--- config.mk ---
export PLATFORM = sky130hd
export DESIGN_NAME = ccd_divider
export DESIGN_NICKNAME = d
export VERILOG_FILES = /design/src/core/ccd_pkg.sv /design/src/core/ccd_divider.sv
export SDC_FILE = /design/constraint.sdc
export NUM_CORES = 1
export LEC_CHECK = 0
export BUFFER_PORTS_ARGS = -buffer_cell sky130_fd_sc_hd__buf_2
export CORE_UTILIZATION = 50
export DETAILED_ROUTE_END_ITERATION = 6
export GPL_ROUTABILITY_DRIVEN = 0
export PLACE_DENSITY = 0.77
export SLEW_MARGIN = 5
export SYNTH_ARGS = -nofsm -noshare
export SYNTH_HDL_FRONTEND = slang
export SYNTH_SLANG_ARGS = --single-unit
--- constraint.sdc ---
create_clock -name clk_sys -period 4.4 [get_ports clk_sys]
set_clock_uncertainty 0.15 [all_clocks]
set_input_delay 0.66 -clock clk_sys [delete_from_list [all_inputs] [get_ports clk_sys]]
set_output_delay 0.66 -clock clk_sys [all_outputs]
set_load 0.1 [all_outputs]
--- src/core/ccd_pkg.sv ---
// Package: widths, reset values and phase encoding for the cascaded duty-correcting divider
package ccd_pkg;

  localparam int unsigned CCD_CNT_W   = 4;
  localparam int unsigned CCD_STG_W   = 5;
  localparam int unsigned CCD_RATIO_W = 10;
  localparam int unsigned CCD_NSTG    = 2;

  localparam logic [CCD_CNT_W-1:0]   CCD_CNT_RST   = 4'h0;
  localparam logic [CCD_RATIO_W-1:0] CCD_RATIO_RST = 10'h001;
  localparam logic                   CCD_OUT_RST   = 1'b0;
  localparam logic                   CCD_OK_RST    = 1'b1;

  typedef enum logic [1:0] {
    CCD_PH_HIGH = 2'b01,
    CCD_PH_LOW  = 2'b10
  } ccd_phase_e;

endpackage

--- src/core/ccd_divider.sv ---
// Two cascaded high/low counting dividers with optional half-cycle duty correction

// ************************************************************
// Behaviour
// ************************************************************
// Behaviour
// - Correction off, both bypassed: input duty passes, whatever its value.
// - Correction off: high fraction is (N+1)/(N+M+2) of last active stage.
// - Correction off, raw input, both bypassed: input duty reproduced unchanged.
// - Correction on, 50% input, legal counts: output duty is 50%.
// - Correction on, both bypassed: input duty passes through unaltered.
// - Correction on: an even active stage with equal high and low counts yields 50%.
// - Correction on, all odd: duty departs slightly from 50% when the input duty is not 50%.
// - Fields hold cycle count minus one; stage ratio is high plus low plus two.
// - Channel ratio is 1, either stage ratio alone, or product of both ratios.
module ccd_divider
  import ccd_pkg::*;
(
  input  wire logic                   clk_sys,
  input  wire logic                   rst,
  input  wire logic                   clk_in,
  input  wire logic [CCD_CNT_W-1:0]   high_cnt_1,
  input  wire logic [CCD_CNT_W-1:0]   low_cnt_1,
  input  wire logic [CCD_CNT_W-1:0]   high_cnt_2,
  input  wire logic [CCD_CNT_W-1:0]   low_cnt_2,
  input  wire logic                   bypass_1,
  input  wire logic                   bypass_2,
  input  wire logic                   duty_correction_disable,
  output logic                        clk_out,
  output logic [CCD_RATIO_W-1:0]      ratio,
  output logic                        config_ok
);

  // ************************************************************
  // Functions
  // ************************************************************
  function automatic logic [CCD_STG_W-1:0] stg_ratio(input logic [CCD_CNT_W-1:0] hi,
                                                     input logic [CCD_CNT_W-1:0] lo);
    stg_ratio = {1'b0, hi} + {1'b0, lo} + 5'h02;
  endfunction

  function automatic logic stg_odd(input logic [CCD_CNT_W-1:0] hi, input logic [CCD_CNT_W-1:0] lo);
    stg_odd = hi[0] ^ lo[0];
  endfunction

  // Widened compare, so a high count of 15 cannot wrap onto a low count of 0
  function automatic logic stg_legal(input logic [CCD_CNT_W-1:0] hi, input logic [CCD_CNT_W-1:0] lo);
    stg_legal = stg_odd(hi, lo) ? ({1'b0, lo} == {1'b0, hi} + 5'h01) : (lo == hi);
  endfunction

  // ************************************************************
  // Input synchroniser
  // ************************************************************
  logic sync1_r;
  logic sync2_r;

  always_ff @(posedge clk_sys or posedge rst) begin
    if (rst) begin
      sync1_r <= 1'b0;
      sync2_r <= 1'b0;
    end else begin
      sync1_r <= clk_in;
      sync2_r <= sync1_r;
    end
  end

  // ************************************************************
  // Stage decode
  // ************************************************************
  logic [CCD_CNT_W-1:0] hi_w  [CCD_NSTG];
  logic [CCD_CNT_W-1:0] lo_w  [CCD_NSTG];
  logic                 in_w  [CCD_NSTG];
  logic                 odd_w [CCD_NSTG];
  logic                 half_en_w [CCD_NSTG];
  logic                 stg_out_r [CCD_NSTG];
  logic                 dcc_on;

  assign dcc_on = ~duty_correction_disable;
  assign hi_w[0] = high_cnt_1;
  assign lo_w[0] = low_cnt_1;
  assign hi_w[1] = high_cnt_2;
  assign lo_w[1] = low_cnt_2;
  assign in_w[0] = sync2_r;
  // Stage two runs from the raw input when stage one is bypassed
  assign in_w[1] = bypass_1 ? sync2_r : stg_out_r[0];

  // ************************************************************
  // Divider stages
  // ************************************************************
  for (genvar g = 0; g < CCD_NSTG; g++) begin : g_stg
    logic                 prev_r;
    logic [CCD_CNT_W-1:0] cnt_r;
    logic [CCD_CNT_W-1:0] cnt_nxt;
    ccd_phase_e           ph_r;
    ccd_phase_e           ph_nxt;
    logic                 half_r;
    logic                 half_nxt;
    logic                 out_nxt;
    logic                 rise;
    logic                 fall;
    logic                 hi_done;
    logic                 lo_done;
    logic                 late_fall;

    assign odd_w[g]     = stg_odd(hi_w[g], lo_w[g]);
    // Odd ratio under correction: drop on the input falling edge, half a cycle late
    assign half_en_w[g] = dcc_on & odd_w[g];
    assign rise    = in_w[g] & ~prev_r;
    assign fall    = ~in_w[g] & prev_r;
    assign hi_done = rise && (ph_r == CCD_PH_HIGH) && (cnt_r == hi_w[g]);
    assign lo_done = rise && (ph_r == CCD_PH_LOW) && (cnt_r == lo_w[g]);
    // Pending late fall lands on the first input fall after the high span
    assign late_fall = half_r & fall;

    // ************************************************************
    // Stage next state
    // ************************************************************
    assign cnt_nxt  = (hi_done || lo_done) ? CCD_CNT_RST :
                      rise                 ? cnt_r + 4'h1 :
                                             cnt_r;
    assign ph_nxt   = hi_done ? CCD_PH_LOW  :
                      lo_done ? CCD_PH_HIGH :
                                ph_r;
    assign half_nxt = lo_done                   ? 1'b0 :
                      (hi_done && half_en_w[g]) ? 1'b1 :
                      late_fall                 ? 1'b0 :
                                                  half_r;
    // Uncorrected stages fall on the counting edge itself
    assign out_nxt  = lo_done                   ? 1'b1 :
                      (hi_done && half_en_w[g]) ? stg_out_r[g] :
                      hi_done                   ? 1'b0 :
                      late_fall                 ? 1'b0 :
                                                  stg_out_r[g];

    always_ff @(posedge clk_sys or posedge rst) begin
      if (rst) begin
        prev_r       <= 1'b0;
        cnt_r        <= CCD_CNT_RST;
        ph_r         <= CCD_PH_LOW;
        half_r       <= 1'b0;
        stg_out_r[g] <= CCD_OUT_RST;
      end else begin
        prev_r       <= in_w[g];
        cnt_r        <= cnt_nxt;
        ph_r         <= ph_nxt;
        half_r       <= half_nxt;
        stg_out_r[g] <= out_nxt;
      end
    end
  end

  // ************************************************************
  // Ratio decode
  // ************************************************************
  logic [CCD_STG_W-1:0]   r1_w;
  logic [CCD_STG_W-1:0]   r2_w;
  logic [CCD_RATIO_W-1:0] prod_w;

  assign r1_w   = stg_ratio(hi_w[0], lo_w[0]);
  assign r2_w   = stg_ratio(hi_w[1], lo_w[1]);
  // Limitation: a stage ratio of 32 needs a sixth bit, so it reads back as zero, and so does any product with it
  assign prod_w = {5'h00, r1_w} * {5'h00, r2_w};

  // ************************************************************
  // Output selection and status
  // ************************************************************
  logic                   sel_w;
  logic [CCD_RATIO_W-1:0] ratio_nxt;
  logic                   ok_nxt;
  logic                   stg_ok_1;
  logic                   stg_ok_2;
  logic                   order_ok;

  // Last active stage drives the output; both bypassed passes the input as is
  assign sel_w = (bypass_1 && bypass_2) ? sync2_r :
                 (bypass_2 ? stg_out_r[0] : stg_out_r[1]);

  assign ratio_nxt = (bypass_1 && bypass_2) ? CCD_RATIO_RST :
                     bypass_2 ? {5'h00, r1_w} :
                     bypass_1 ? {5'h00, r2_w} :
                     prod_w;

  // Flags a setting that breaks the correction conditions; output still runs
  assign stg_ok_1 = bypass_1 || stg_legal(hi_w[0], lo_w[0]);
  assign stg_ok_2 = bypass_2 || stg_legal(hi_w[1], lo_w[1]);
  assign order_ok = !(bypass_1 && !bypass_2) &&
                    !(!bypass_1 && !bypass_2 && !odd_w[0] && odd_w[1]);
  assign ok_nxt   = duty_correction_disable || (stg_ok_1 && stg_ok_2 && order_ok);

  // ************************************************************
  // Output registers
  // ************************************************************
  always_ff @(posedge clk_sys or posedge rst) begin
    if (rst) begin
      clk_out <= CCD_OUT_RST;
    end else begin
      clk_out <= sel_w;
    end
  end

  always_ff @(posedge clk_sys or posedge rst) begin
    if (rst) begin
      ratio <= CCD_RATIO_RST;
    end else begin
      ratio <= ratio_nxt;
    end
  end

  always_ff @(posedge clk_sys or posedge rst) begin
    if (rst) begin
      config_ok <= CCD_OK_RST;
    end else begin
      config_ok <= ok_nxt;
    end
  end

endmodule

==> metrics.csv, run 1 <==
metric;value;unit
drt_wl_total;6.219;mm
synth-seq-cells;32;
reg2reg_to;g_stg[1].cnt_r[0];
regArea;805.8;µm²
fmax;0.2308;GHz
start_kind;primary input;
grt_pass1_vias;2373;
first_pass_iters;4;
final_cells;453;
syn_area;2848;µm²
drive_gt1_frac;0.3097;
portBuffers;33;
viasPerCell;5.336;
crit_arrival;4390;ps
hp-class;reg -> reg;
antenna_found_initial;0;
min_period_over_period;0.9849;
fillers;416;
cts_tree;done;
cts-buffers-inserted;5;
hold_violations;0;
placed_cell_area;3458;µm²
worstSetupPathType;in -> reg;
syn_area_per_cell;9.246;µm²
netlist_instances;308;
die-area;6002;µm²
cpLargestDelayFamily;adder cells;
reg2reg_slack;2460;ps
rsz0062_at_grt;true;
whs_path_depth;0;
final_cell_area;3711;µm²
ys_seq_area_frac;0.2830;
drc_errors;0;
crit_top_cell;ha_1;
multi_input_area;2071;µm²
drv_slew;0;
maxCapViolCount;0;
clk_pin_slew;70;ps
clk_path_buf_depth;2;
drt-wirelength-per-cell;13.73;µm
synth-edff-count;0;
fin_ws;66.65;ps
synthArstFlopShare;1.000;
ant_nets;0;
cts_hold_buf;0;
status;finished, final reports clean;
grt_overflow;0;
ys.flop_type;dfrtp_1;
grt_max_degree;33;
dp_slack;-411.6;ps
first_iter_violations;119;
clk_latency;290;ps
die_h;77.47;µm
pin_count;34;
worstPathCellList;buf_8 -> inv_8 -> ha_4 -> inv_2 -> ha_4 -> fa_2 -> buf_4 -> and2_1 -> ha_1 -> ha_1 -> inv_1 -> fa_1 -> inv_1 -> ha_1 -> a21o_1 -> a21o_1 -> a21oi_2 -> mux2_4 -> o211ai_1;
worstReg2RegStart;g_stg[1].cnt_r[0];
dpl.cell_count;441;
row_count;27;
syn_nets;377;
required;4450;ps
crit_fanout;4;
grt_pass1_wl;10.38;mm
min_to;sync2_r;
synth_cell_type_count;45;
core_area;5507;µm²
area_delta_synth_final;30.32;%
num_vias;2417;
slew-limit-headroom;0.6076;
cp.buffers_inverters;6;
powerDensity;536.0;nW/µm²
cellLeakagePower;0.001786;µW
worst_pin_slew;572.2;ps
worst_setup_path_end_kind;flop;
cts_root_buf;clkbuf_8;
slowest_stage;fa_1;
worstSetupStartpoint;low_cnt_2[1];
cpPeakStageDelay;530;ps
initial_core_util;0.5172;
yosysWarnings;0;
setup_violations;0;
worst_hold_slack;205.6;ps
fin_total_pwr;1989;µW
dp.final_hpwl;4.700;mm
fp.dieW;77.47;µm
min_period;4333;ps
grt_usage;0.2185;
worst-r2r-cell-count;5;
cts.sink_count;32;
ir_worst_vdd;0.0003599;V
n_antenna_cell;0;
final_nets;449;
htree_levels;2;
worstHoldStart;sync1_r;
## routing by layer
layer,vias up,wire (µm),track usage
met5,-,0,0
met4,0,97,0.06415
met3,9,129,0.03529
met2,36,3186,0.3912
met1,1187,2806,0.2681
li1,1185,-,-
## Yosys cell counts, drive strengths merged (2+ instances only)
| library cell | n | area [µm²] |
|---|---|---|
| a21boi | 4 | 30.03 |
| a21o | 5 | 37.54 |
| a21oi | 15 | 75.07 |
| a311oi | 3 | 26.28 |
| and2 | 14 | 87.58 |
| clkbuf | 6 | 22.52 |
| dfrtp | 28 | 700.7 |
| dfstp | 4 | 105.1 |
| fa | 11 | 220.2 |
| ha | 36 | 450.4 |
| inv | 35 | 131.4 |
| mux2i | 7 | 70.07 |
| nand2 | 21 | 78.83 |
| nand2b | 3 | 18.77 |
| nand3 | 5 | 25.02 |
| nand3b | 6 | 45.04 |
| nand4 | 7 | 43.79 |
| nor2 | 17 | 63.81 |
| nor2b | 4 | 25.02 |
| nor3 | 7 | 35.03 |
| nor3b | 2 | 15.01 |
| o21a | 2 | 15.01 |
| o21ai | 9 | 45.04 |
| o22ai | 2 | 12.51 |
| or3 | 2 | 12.51 |
| or4 | 2 | 15.01 |
| xnor2 | 21 | 183.9 |
| xor2 | 14 | 122.6 |
## power breakdown
group | internal, µW | switching (µW) | leakage (µW)
Sequential | 400 | 87.2 | 0.000392
Clock | 112 | 130 | 0.0000404
Combinational | 542 | 718 | 0.00135
## layout make-up
cell class / instances / share of cell area
multi-input combinational: 234 / 0.5580
tap: 72 / 0.02428
sequential: 32 / 0.2171
clock inverter: 3 / 0.006406
inverter: 35 / 0.04012
clock buffer: 5 / 0.01854
timing repair buffer: 72 / 0.1355
## placed cells by master, fill, tap and decap left out, types with 5 or more instances in the layout
| master | synthesis | routed |
|---|---|---|
| fa_1 | 11 | 8 |
| nand3b_1 | 6 | 6 |
| a21oi_2 | 0 | 5 |
| nor2_1 | 17 | 17 |
| nand4_1 | 7 | 7 |
| xnor2_1 | 21 | 19 |
| buf_4 | 1 | 39 |
| ha_4 | 0 | 7 |
| nand3_1 | 5 | 5 |
| inv_1 | 35 | 28 |
| mux2i_1 | 7 | 7 |
| o21ai_0 | 9 | 8 |
| dfrtp_1 | 28 | 28 |
| buf_2 | 0 | 27 |
| nor3_1 | 7 | 7 |
| a21o_1 | 5 | 5 |
| xor2_1 | 14 | 12 |
| nand2_1 | 21 | 20 |
| a21oi_1 | 15 | 10 |
| clkbuf_8 | 0 | 5 |
| ha_1 | 36 | 28 |
| and2_1 | 14 | 14 |
## worst max-delay path by stage
stage,end,slack (ps),cells after the start
after floorplan,ratio[7],-70,16
after global placement,ratio[8],-310,18
after detailed placement,ratio[7],-410,17
after CTS,ratio[7],10,16
after global routing,ratio[7],-50,18
final,ratio[7],70,19
## metrics by stage
stage               utilization  setup TNS, ps
floorplan                     -         -104.9
global placement         0.6280          -1222
detailed placement       0.6280          -1718
CTS                      0.6535              0
global route             0.6739         -66.40
finish                   0.6739              0
## sequential cells by signal, indices dropped and copies added (netlist names)
signal        count
ratio            10
config_ok         1
sync2_r           1
sync1_r           1
clk_out           1
g_stg.prev_r      2
g_stg.cnt_r       8
g_stg.ph_r        4
stg_out_r         2
g_stg.half_r      2
## cell families (layout without fill, tap and decap cells)
kind of cell             after synthesis  count (layout)  share of synthesized area
XOR/XNOR                              35              35                     0.1076
adder cells (fa/ha/maj)               47              47                     0.2355
flip-flops                            32              32                     0.2830
AO/OA/AOI/OAI                         48              48                     0.1068
multiplexers                           8               8                    0.02856
AND/OR/NAND/NOR                       96              96                     0.1819
buffers and inverters                 42             115                    0.05668
## timing repair
action                                  4_1_cts  5_1_grt
hold endpoints to repair                      0        0
resized for setup                             6       22
endpoints found under the setup margin        3        3
pin swaps                                     3        6
setup buffers                                 3        1
(Power assumes the default switching activity.)
==> inputs of run 2 (changes only) <==
--- a/config.mk
+++ b/config.mk
@@ -9,7 +9,8 @@
 export CORE_UTILIZATION = 50
 export DETAILED_ROUTE_END_ITERATION = 6
 export GPL_ROUTABILITY_DRIVEN = 0
-export PLACE_DENSITY = 0.77
+export PLACE_DENSITY = 0.8
+export SKIP_CTS_REPAIR_TIMING = 1
 export SLEW_MARGIN = 5
 export SYNTH_ARGS = -nofsm -noshare
 export SYNTH_HDL_FRONTEND = slang
==> constraint.sdc (replaced) <==
create_clock -name clk_sys -period 3.6 [get_ports clk_sys]
set_clock_uncertainty 0.15 [all_clocks]
set_input_delay 0.54 -clock clk_sys [delete_from_list [all_inputs] [get_ports clk_sys]]
set_output_delay 0.54 -clock clk_sys [all_outputs]
set_load 0.1 [all_outputs]
==> metrics.csv, run 2 (same netlist as run 1, synthesis figures left out) <==
metric;value;unit
status;complete, but fails checks;
violations;setup timing;
reg2reg_to;g_stg[1].cnt_r[3];
maxCapViolCount;0;
slowest_stage;fa_1;
grt_pass1_vias;2522;
start_kind;primary input;
seq_power_share;0.236;
switchingPower;1174;µW
required;3650;ps
fin_total_pwr;2527;µW
final_nets;456;
grtUsageMet3;0.04235;
powerDensity;665.2;nW/µm²
initial_core_util;0.5172;
hp-class;in -> async;
cts_root_buf;clkbuf_8;
p_clk_frac;0.116;
die_h;77.47;µm
sw_frac_of_total;0.4647;
rsz0062_at_grt;true;
crit_fanout;5;
grt_usage;0.2370;
antenna_found_initial;0;
fin_ws;-630.1;ps
reg2reg_slack;1610;ps
dpl.cell_count;449;
clk_pin_slew;70;ps
grt_overflow;0;
min_period_over_period;1.175;
intPower;1353;µW
largest_register_ffs;10;
setup_violations;7;
cts-buffers-inserted;5;
hold_violations;0;
worstSetupPathType;in -> reg;
mostFrequentLayoutCell;buf_4;
cpPeakStageDelay;570;ps
cpLargestDelayFamily;adder cells;
n_antenna_cell;0;
drt-wirelength-per-cell;14.63;µm
drv_slew;0;
worst_pin_slew;625.6;ps
worst-r2r-cell-count;5;
crit_arrival;4280;ps
reg_top3;ratio x10, g_stg.cnt_r x8, g_stg.ph_r x4;
ant_nets;0;
clk_latency;290;ps
regMostFlops;ratio;
portBuffers;33;
worstReg2RegStart;g_stg[1].cnt_r[2];
min_period;4230;ps
layout_common_cells;buf_4 (45), inv_1 (28), dfrtp_1 (28), buf_2 (28), ha_1 (26);
grt_pass1_wl;11.30;mm
clk_path_buf_depth;2;
slew-limit-headroom;0.5710;
drc_errors;0;
first_pass_iters;4;
dp.final_hpwl;5.069;mm
row_count;27;
grt_busiest_layer;met2;
worstPathCellList;buf_8 -> ha_4 -> ha_4 -> a21o_1 -> a21oi_2 -> xnor2_2 -> nand2_1 -> fa_1 -> fa_1 -> fa_1 -> inv_2 -> ha_4 -> a21o_1 -> a21oi_2 -> mux2_4 -> o211ai_1;
tns;-3220;ps
area_delta_synth_final;33.39;%
drive_gt1_frac;0.3376;
ir_worst_vdd;0.0003857;V
met2_usage;0.4142;
cts.sink_count;32;
cellLeakagePower;0.001823;µW
fmax;0.2364;GHz
dp_slack;-1084;ps
grt_max_degree;33;
power_frac_comb;0.648;
fp.dieW;77.47;µm
worst_setup_path_end_kind;flop;
final_cells;460;
cp.buffers_inverters;2;
drt_wl_total;6.731;mm
first_iter_violations;117;
num_vias;2463;
viasPerCell;5.354;
cts_tree;done;
core_area;5507;µm²
pin_count;34;
htree_levels;2;
die-area;6002;µm²
grtUsageMet1;0.2869;
[run 2: tightest hold or removal path, stage by stage]
cell,delay [ps]
buf_2,90
inv_1,40
buf_4,370
[run 2: area by class of cell]
type / instances / area [µm²]
inverter: 35 / 148.9
clock inverter: 3 / 23.77
clock buffer: 5 / 68.82
sequential: 32 / 805.8
fill: 397 / 1708
multi-input combinational: 234 / 2105
timing repair buffer: 79 / 556.8
tap: 72 / 90.09
[run 2: power by group through the flow]
stage	clock, µW	combinational, µW	sequential (µW)
floorplan	0	824	835
global placement	0	1430	597
detailed placement	0	1480	604
CTS	299	1500	597
global route	312	1800	614
finish	292	1640	596
[run 2: worst max path at each step]
| stage | from | endpoint | slack (ps) | depth (start not counted) |
|---|---|---|---|---|
| 5_1_grt | low_cnt_2[2] | ratio[7] | -740 | 16 |
| 3_3_place_gp | low_cnt_1[1] | ratio[7] | -980 | 16 |
| 3_5_place_dp | high_cnt_2[1] | ratio[7] | -1080 | 17 |
| 4_1_cts | high_cnt_2[1] | ratio[7] | -770 | 17 |
| 2_1_floorplan | high_cnt_2[1] | ratio[7] | -750 | 16 |
| 6_report | low_cnt_2[2] | ratio[7] | -630 | 16 |
[run 2: per-stage QoR]
step / util / cell area (µm²) / hold slack [ps]
floorplan: - / 2974 / 181.2
finish: 0.6898 / 3799 / 173.5
global route: 0.6898 / 3799 / 197.0
detailed placement: 0.6396 / 3522 / 196.5
CTS: 0.6564 / 3615 / 184.2
global placement: 0.6396 / 3522 / 183.3
[run 2: layer usage]
| layer | share of wire | wire length [µm] |
|---|---|---|
| met5 | 0 | 0 |
| met4 | 0.013 | 89 |
| met3 | 0.028 | 187 |
| met2 | 0.54 | 3602 |
| met1 | 0.42 | 2852 |
==> inputs of run 3 (changes only) <==
--- a/config.mk
+++ b/config.mk
@@ -9,7 +9,8 @@
 export CORE_UTILIZATION = 50
 export DETAILED_ROUTE_END_ITERATION = 6
 export GPL_ROUTABILITY_DRIVEN = 0
-export PLACE_DENSITY = 0.8
+export GPL_TIMING_DRIVEN = 0
+export PLACE_DENSITY = 0.77
 export SKIP_CTS_REPAIR_TIMING = 1
 export SLEW_MARGIN = 5
 export SYNTH_ARGS = -nofsm -noshare
==> constraint.sdc (replaced) <==
create_clock -name clk_sys -period 4.3 [get_ports clk_sys]
set_clock_uncertainty 0.15 [all_clocks]
set_input_delay 0.645 -clock clk_sys [delete_from_list [all_inputs] [get_ports clk_sys]]
set_output_delay 0.645 -clock clk_sys [all_outputs]
set_load 0.1 [all_outputs]
==> metrics.csv, run 3 (same netlist as run 1, synthesis figures left out) <==
metric;value;unit
status;complete, but fails checks;
violations;setup timing;
drt-wirelength-per-cell;14.46;µm
cpLargestDelayFamily;adder cells;
required;4350;ps
wl_met3;151;µm
cp.buffers_inverters;2;
slowest_stage;fa_1;
n_antenna_cell;0;
cellLeakagePower;0.001672;µW
crit_arrival;4500;ps
rsz0062_at_grt;true;
worst_setup_path_end_kind;flop;
hold_violations;0;
die-area;6002;µm²
row_count;27;
cpPeakStageDelay;580;ps
highest_layer;met4;
crit_fanout;6;
maxCapViolCount;0;
area_delta_synth_final;24.69;%
reg2reg_slack;2330;ps
grt_overflow;0;
fin_ws;-148.6;ps
worst_hold_slack;202.5;ps
grt_pass1_wl;10.53;mm
fmax;0.2248;GHz
reg2reg_to;g_stg[1].cnt_r[0];
cts-buffers-inserted;5;
min_period;4449;ps
final_util;0.6449;
worst_pin_slew;687.0;ps
fin_total_pwr;1962;µW
reg_top3;ratio x10, g_stg.cnt_r x8, g_stg.ph_r x4;
whs_path_depth;0;
regMostFlops;ratio;
grt_pass1_vias;2339;
min_to;sync2_r;
setup_violations;3;
core_area;5507;µm²
dp.final_hpwl;4.647;mm
largest_register_ffs;10;
ir_worst_vdd;0.0003191;V
drt-met1-wl;2.763;mm
hp-class;reg -> reg;
htree_levels;2;
drv_slew;0;
clk_latency;290;ps
worstReg2RegStart;g_stg[1].cnt_r[0];
cts_tree;done;
final_nets;427;
fp.dieW;77.47;µm
viasPerCell;5.441;
dpl.cell_count;412;
die_h;77.47;µm
worstHoldStart;sync1_r;
grt_max_degree;33;
first_iter_violations;92;
ant_nets;0;
min_period_over_period;1.035;
worstPathCellList;buf_12 -> ha_4 -> ha_4 -> a21o_1 -> a21oi_4 -> xnor2_4 -> nand2_2 -> fa_1 -> fa_1 -> fa_1 -> inv_2 -> ha_4 -> a21o_1 -> a21oi_2 -> mux2_4 -> o211ai_1;
drive_gt1_frac;0.2563;
cts_root_buf;clkbuf_8;
num_vias;2345;
start_kind;primary input;
mostFrequentLayoutCell;ha_1;
portBuffers;32;
antenna_found_initial;0;
powerDensity;552.6;nW/µm²
pin_count;34;
drt_wl_total;6.231;mm
drc_errors;0;
initial_core_util;0.5172;
cts.sink_count;32;
layout_common_cells;ha_1 (29), dfrtp_1 (28), inv_1 (27);
slew-limit-headroom;0.5414;
grt_usage;0.2259;
worstSetupPathType;in -> reg;
route.met2.wl;3.223;mm
final_cells;431;
fillers;440;
clk_path_buf_depth;2;
first_pass_iters;4;
worst-r2r-cell-count;5;
clk_pin_slew;80;ps
[run 3: changes by cell type in the layout (fill, tap and decap cells not counted), moves of 3 or more]
cell      previous run  this run
buf_4               45        11
and2_1              11        14
ha_4                 9         5
and2_4               3         0
buf_8                3         0
clkbuf_1             0         6
ha_1                26        29
[run 3: per-stage QoR]
| step | setup TNS (ps) | setup WS, ps | area (µm²) |
|---|---|---|---|
| after floorplan | -355.1 | -154.0 | 2970 |
| after global placement | -2542 | -607.2 | 3221 |
| after detailed placement | -3112 | -701.6 | 3221 |
| after CTS | -1180 | -388.1 | 3313 |
| after global routing | -982.3 | -291.4 | 3551 |
| final | -306.0 | -148.6 | 3551 |
[run 3: worst max-delay path by stage]
stage / endpoint / slack (ps) / startpoint / depth (start not counted)
2_1_floorplan: ratio[7] / -150 / high_cnt_2[1] / 16
3_3_place_gp: ratio[7] / -610 / high_cnt_2[1] / 17
3_5_place_dp: ratio[7] / -700 / high_cnt_2[1] / 17
4_1_cts: ratio[7] / -390 / high_cnt_2[1] / 17
5_1_grt: ratio[7] / -290 / high_cnt_2[2] / 16
6_report: ratio[7] / -150 / high_cnt_2[2] / 16
[run 3: final cells by class]
type,instances,area [µm²],area share
Timing Repair Buffer,43,301.5,0.08492
Tap cell,72,90.09,0.02537
Multi-Input combinational cell,234,2079,0.5856
Inverter,35,151.4,0.04264
Clock inverter,3,23.77,0.006695
Sequential cell,32,805.8,0.2269
Buffer,7,30.03,0.008457
Clock buffer,5,68.82,0.01938
[run 3: layer usage]
layer | vias up | GRT usage
li1 | 1143 | -
met1 | 1162 | 0.2761
met2 | 34 | 0.4027
met3 | 6 | 0.03765
met4 | 0 | 0.07170
met5 | - | 0
[run 3: power by group]
part,leakage (µW),internal [µW],switching [µW]
registers,0.000392,409,92.4
clock network,0.0000404,115,131
logic,0.00124,491,724
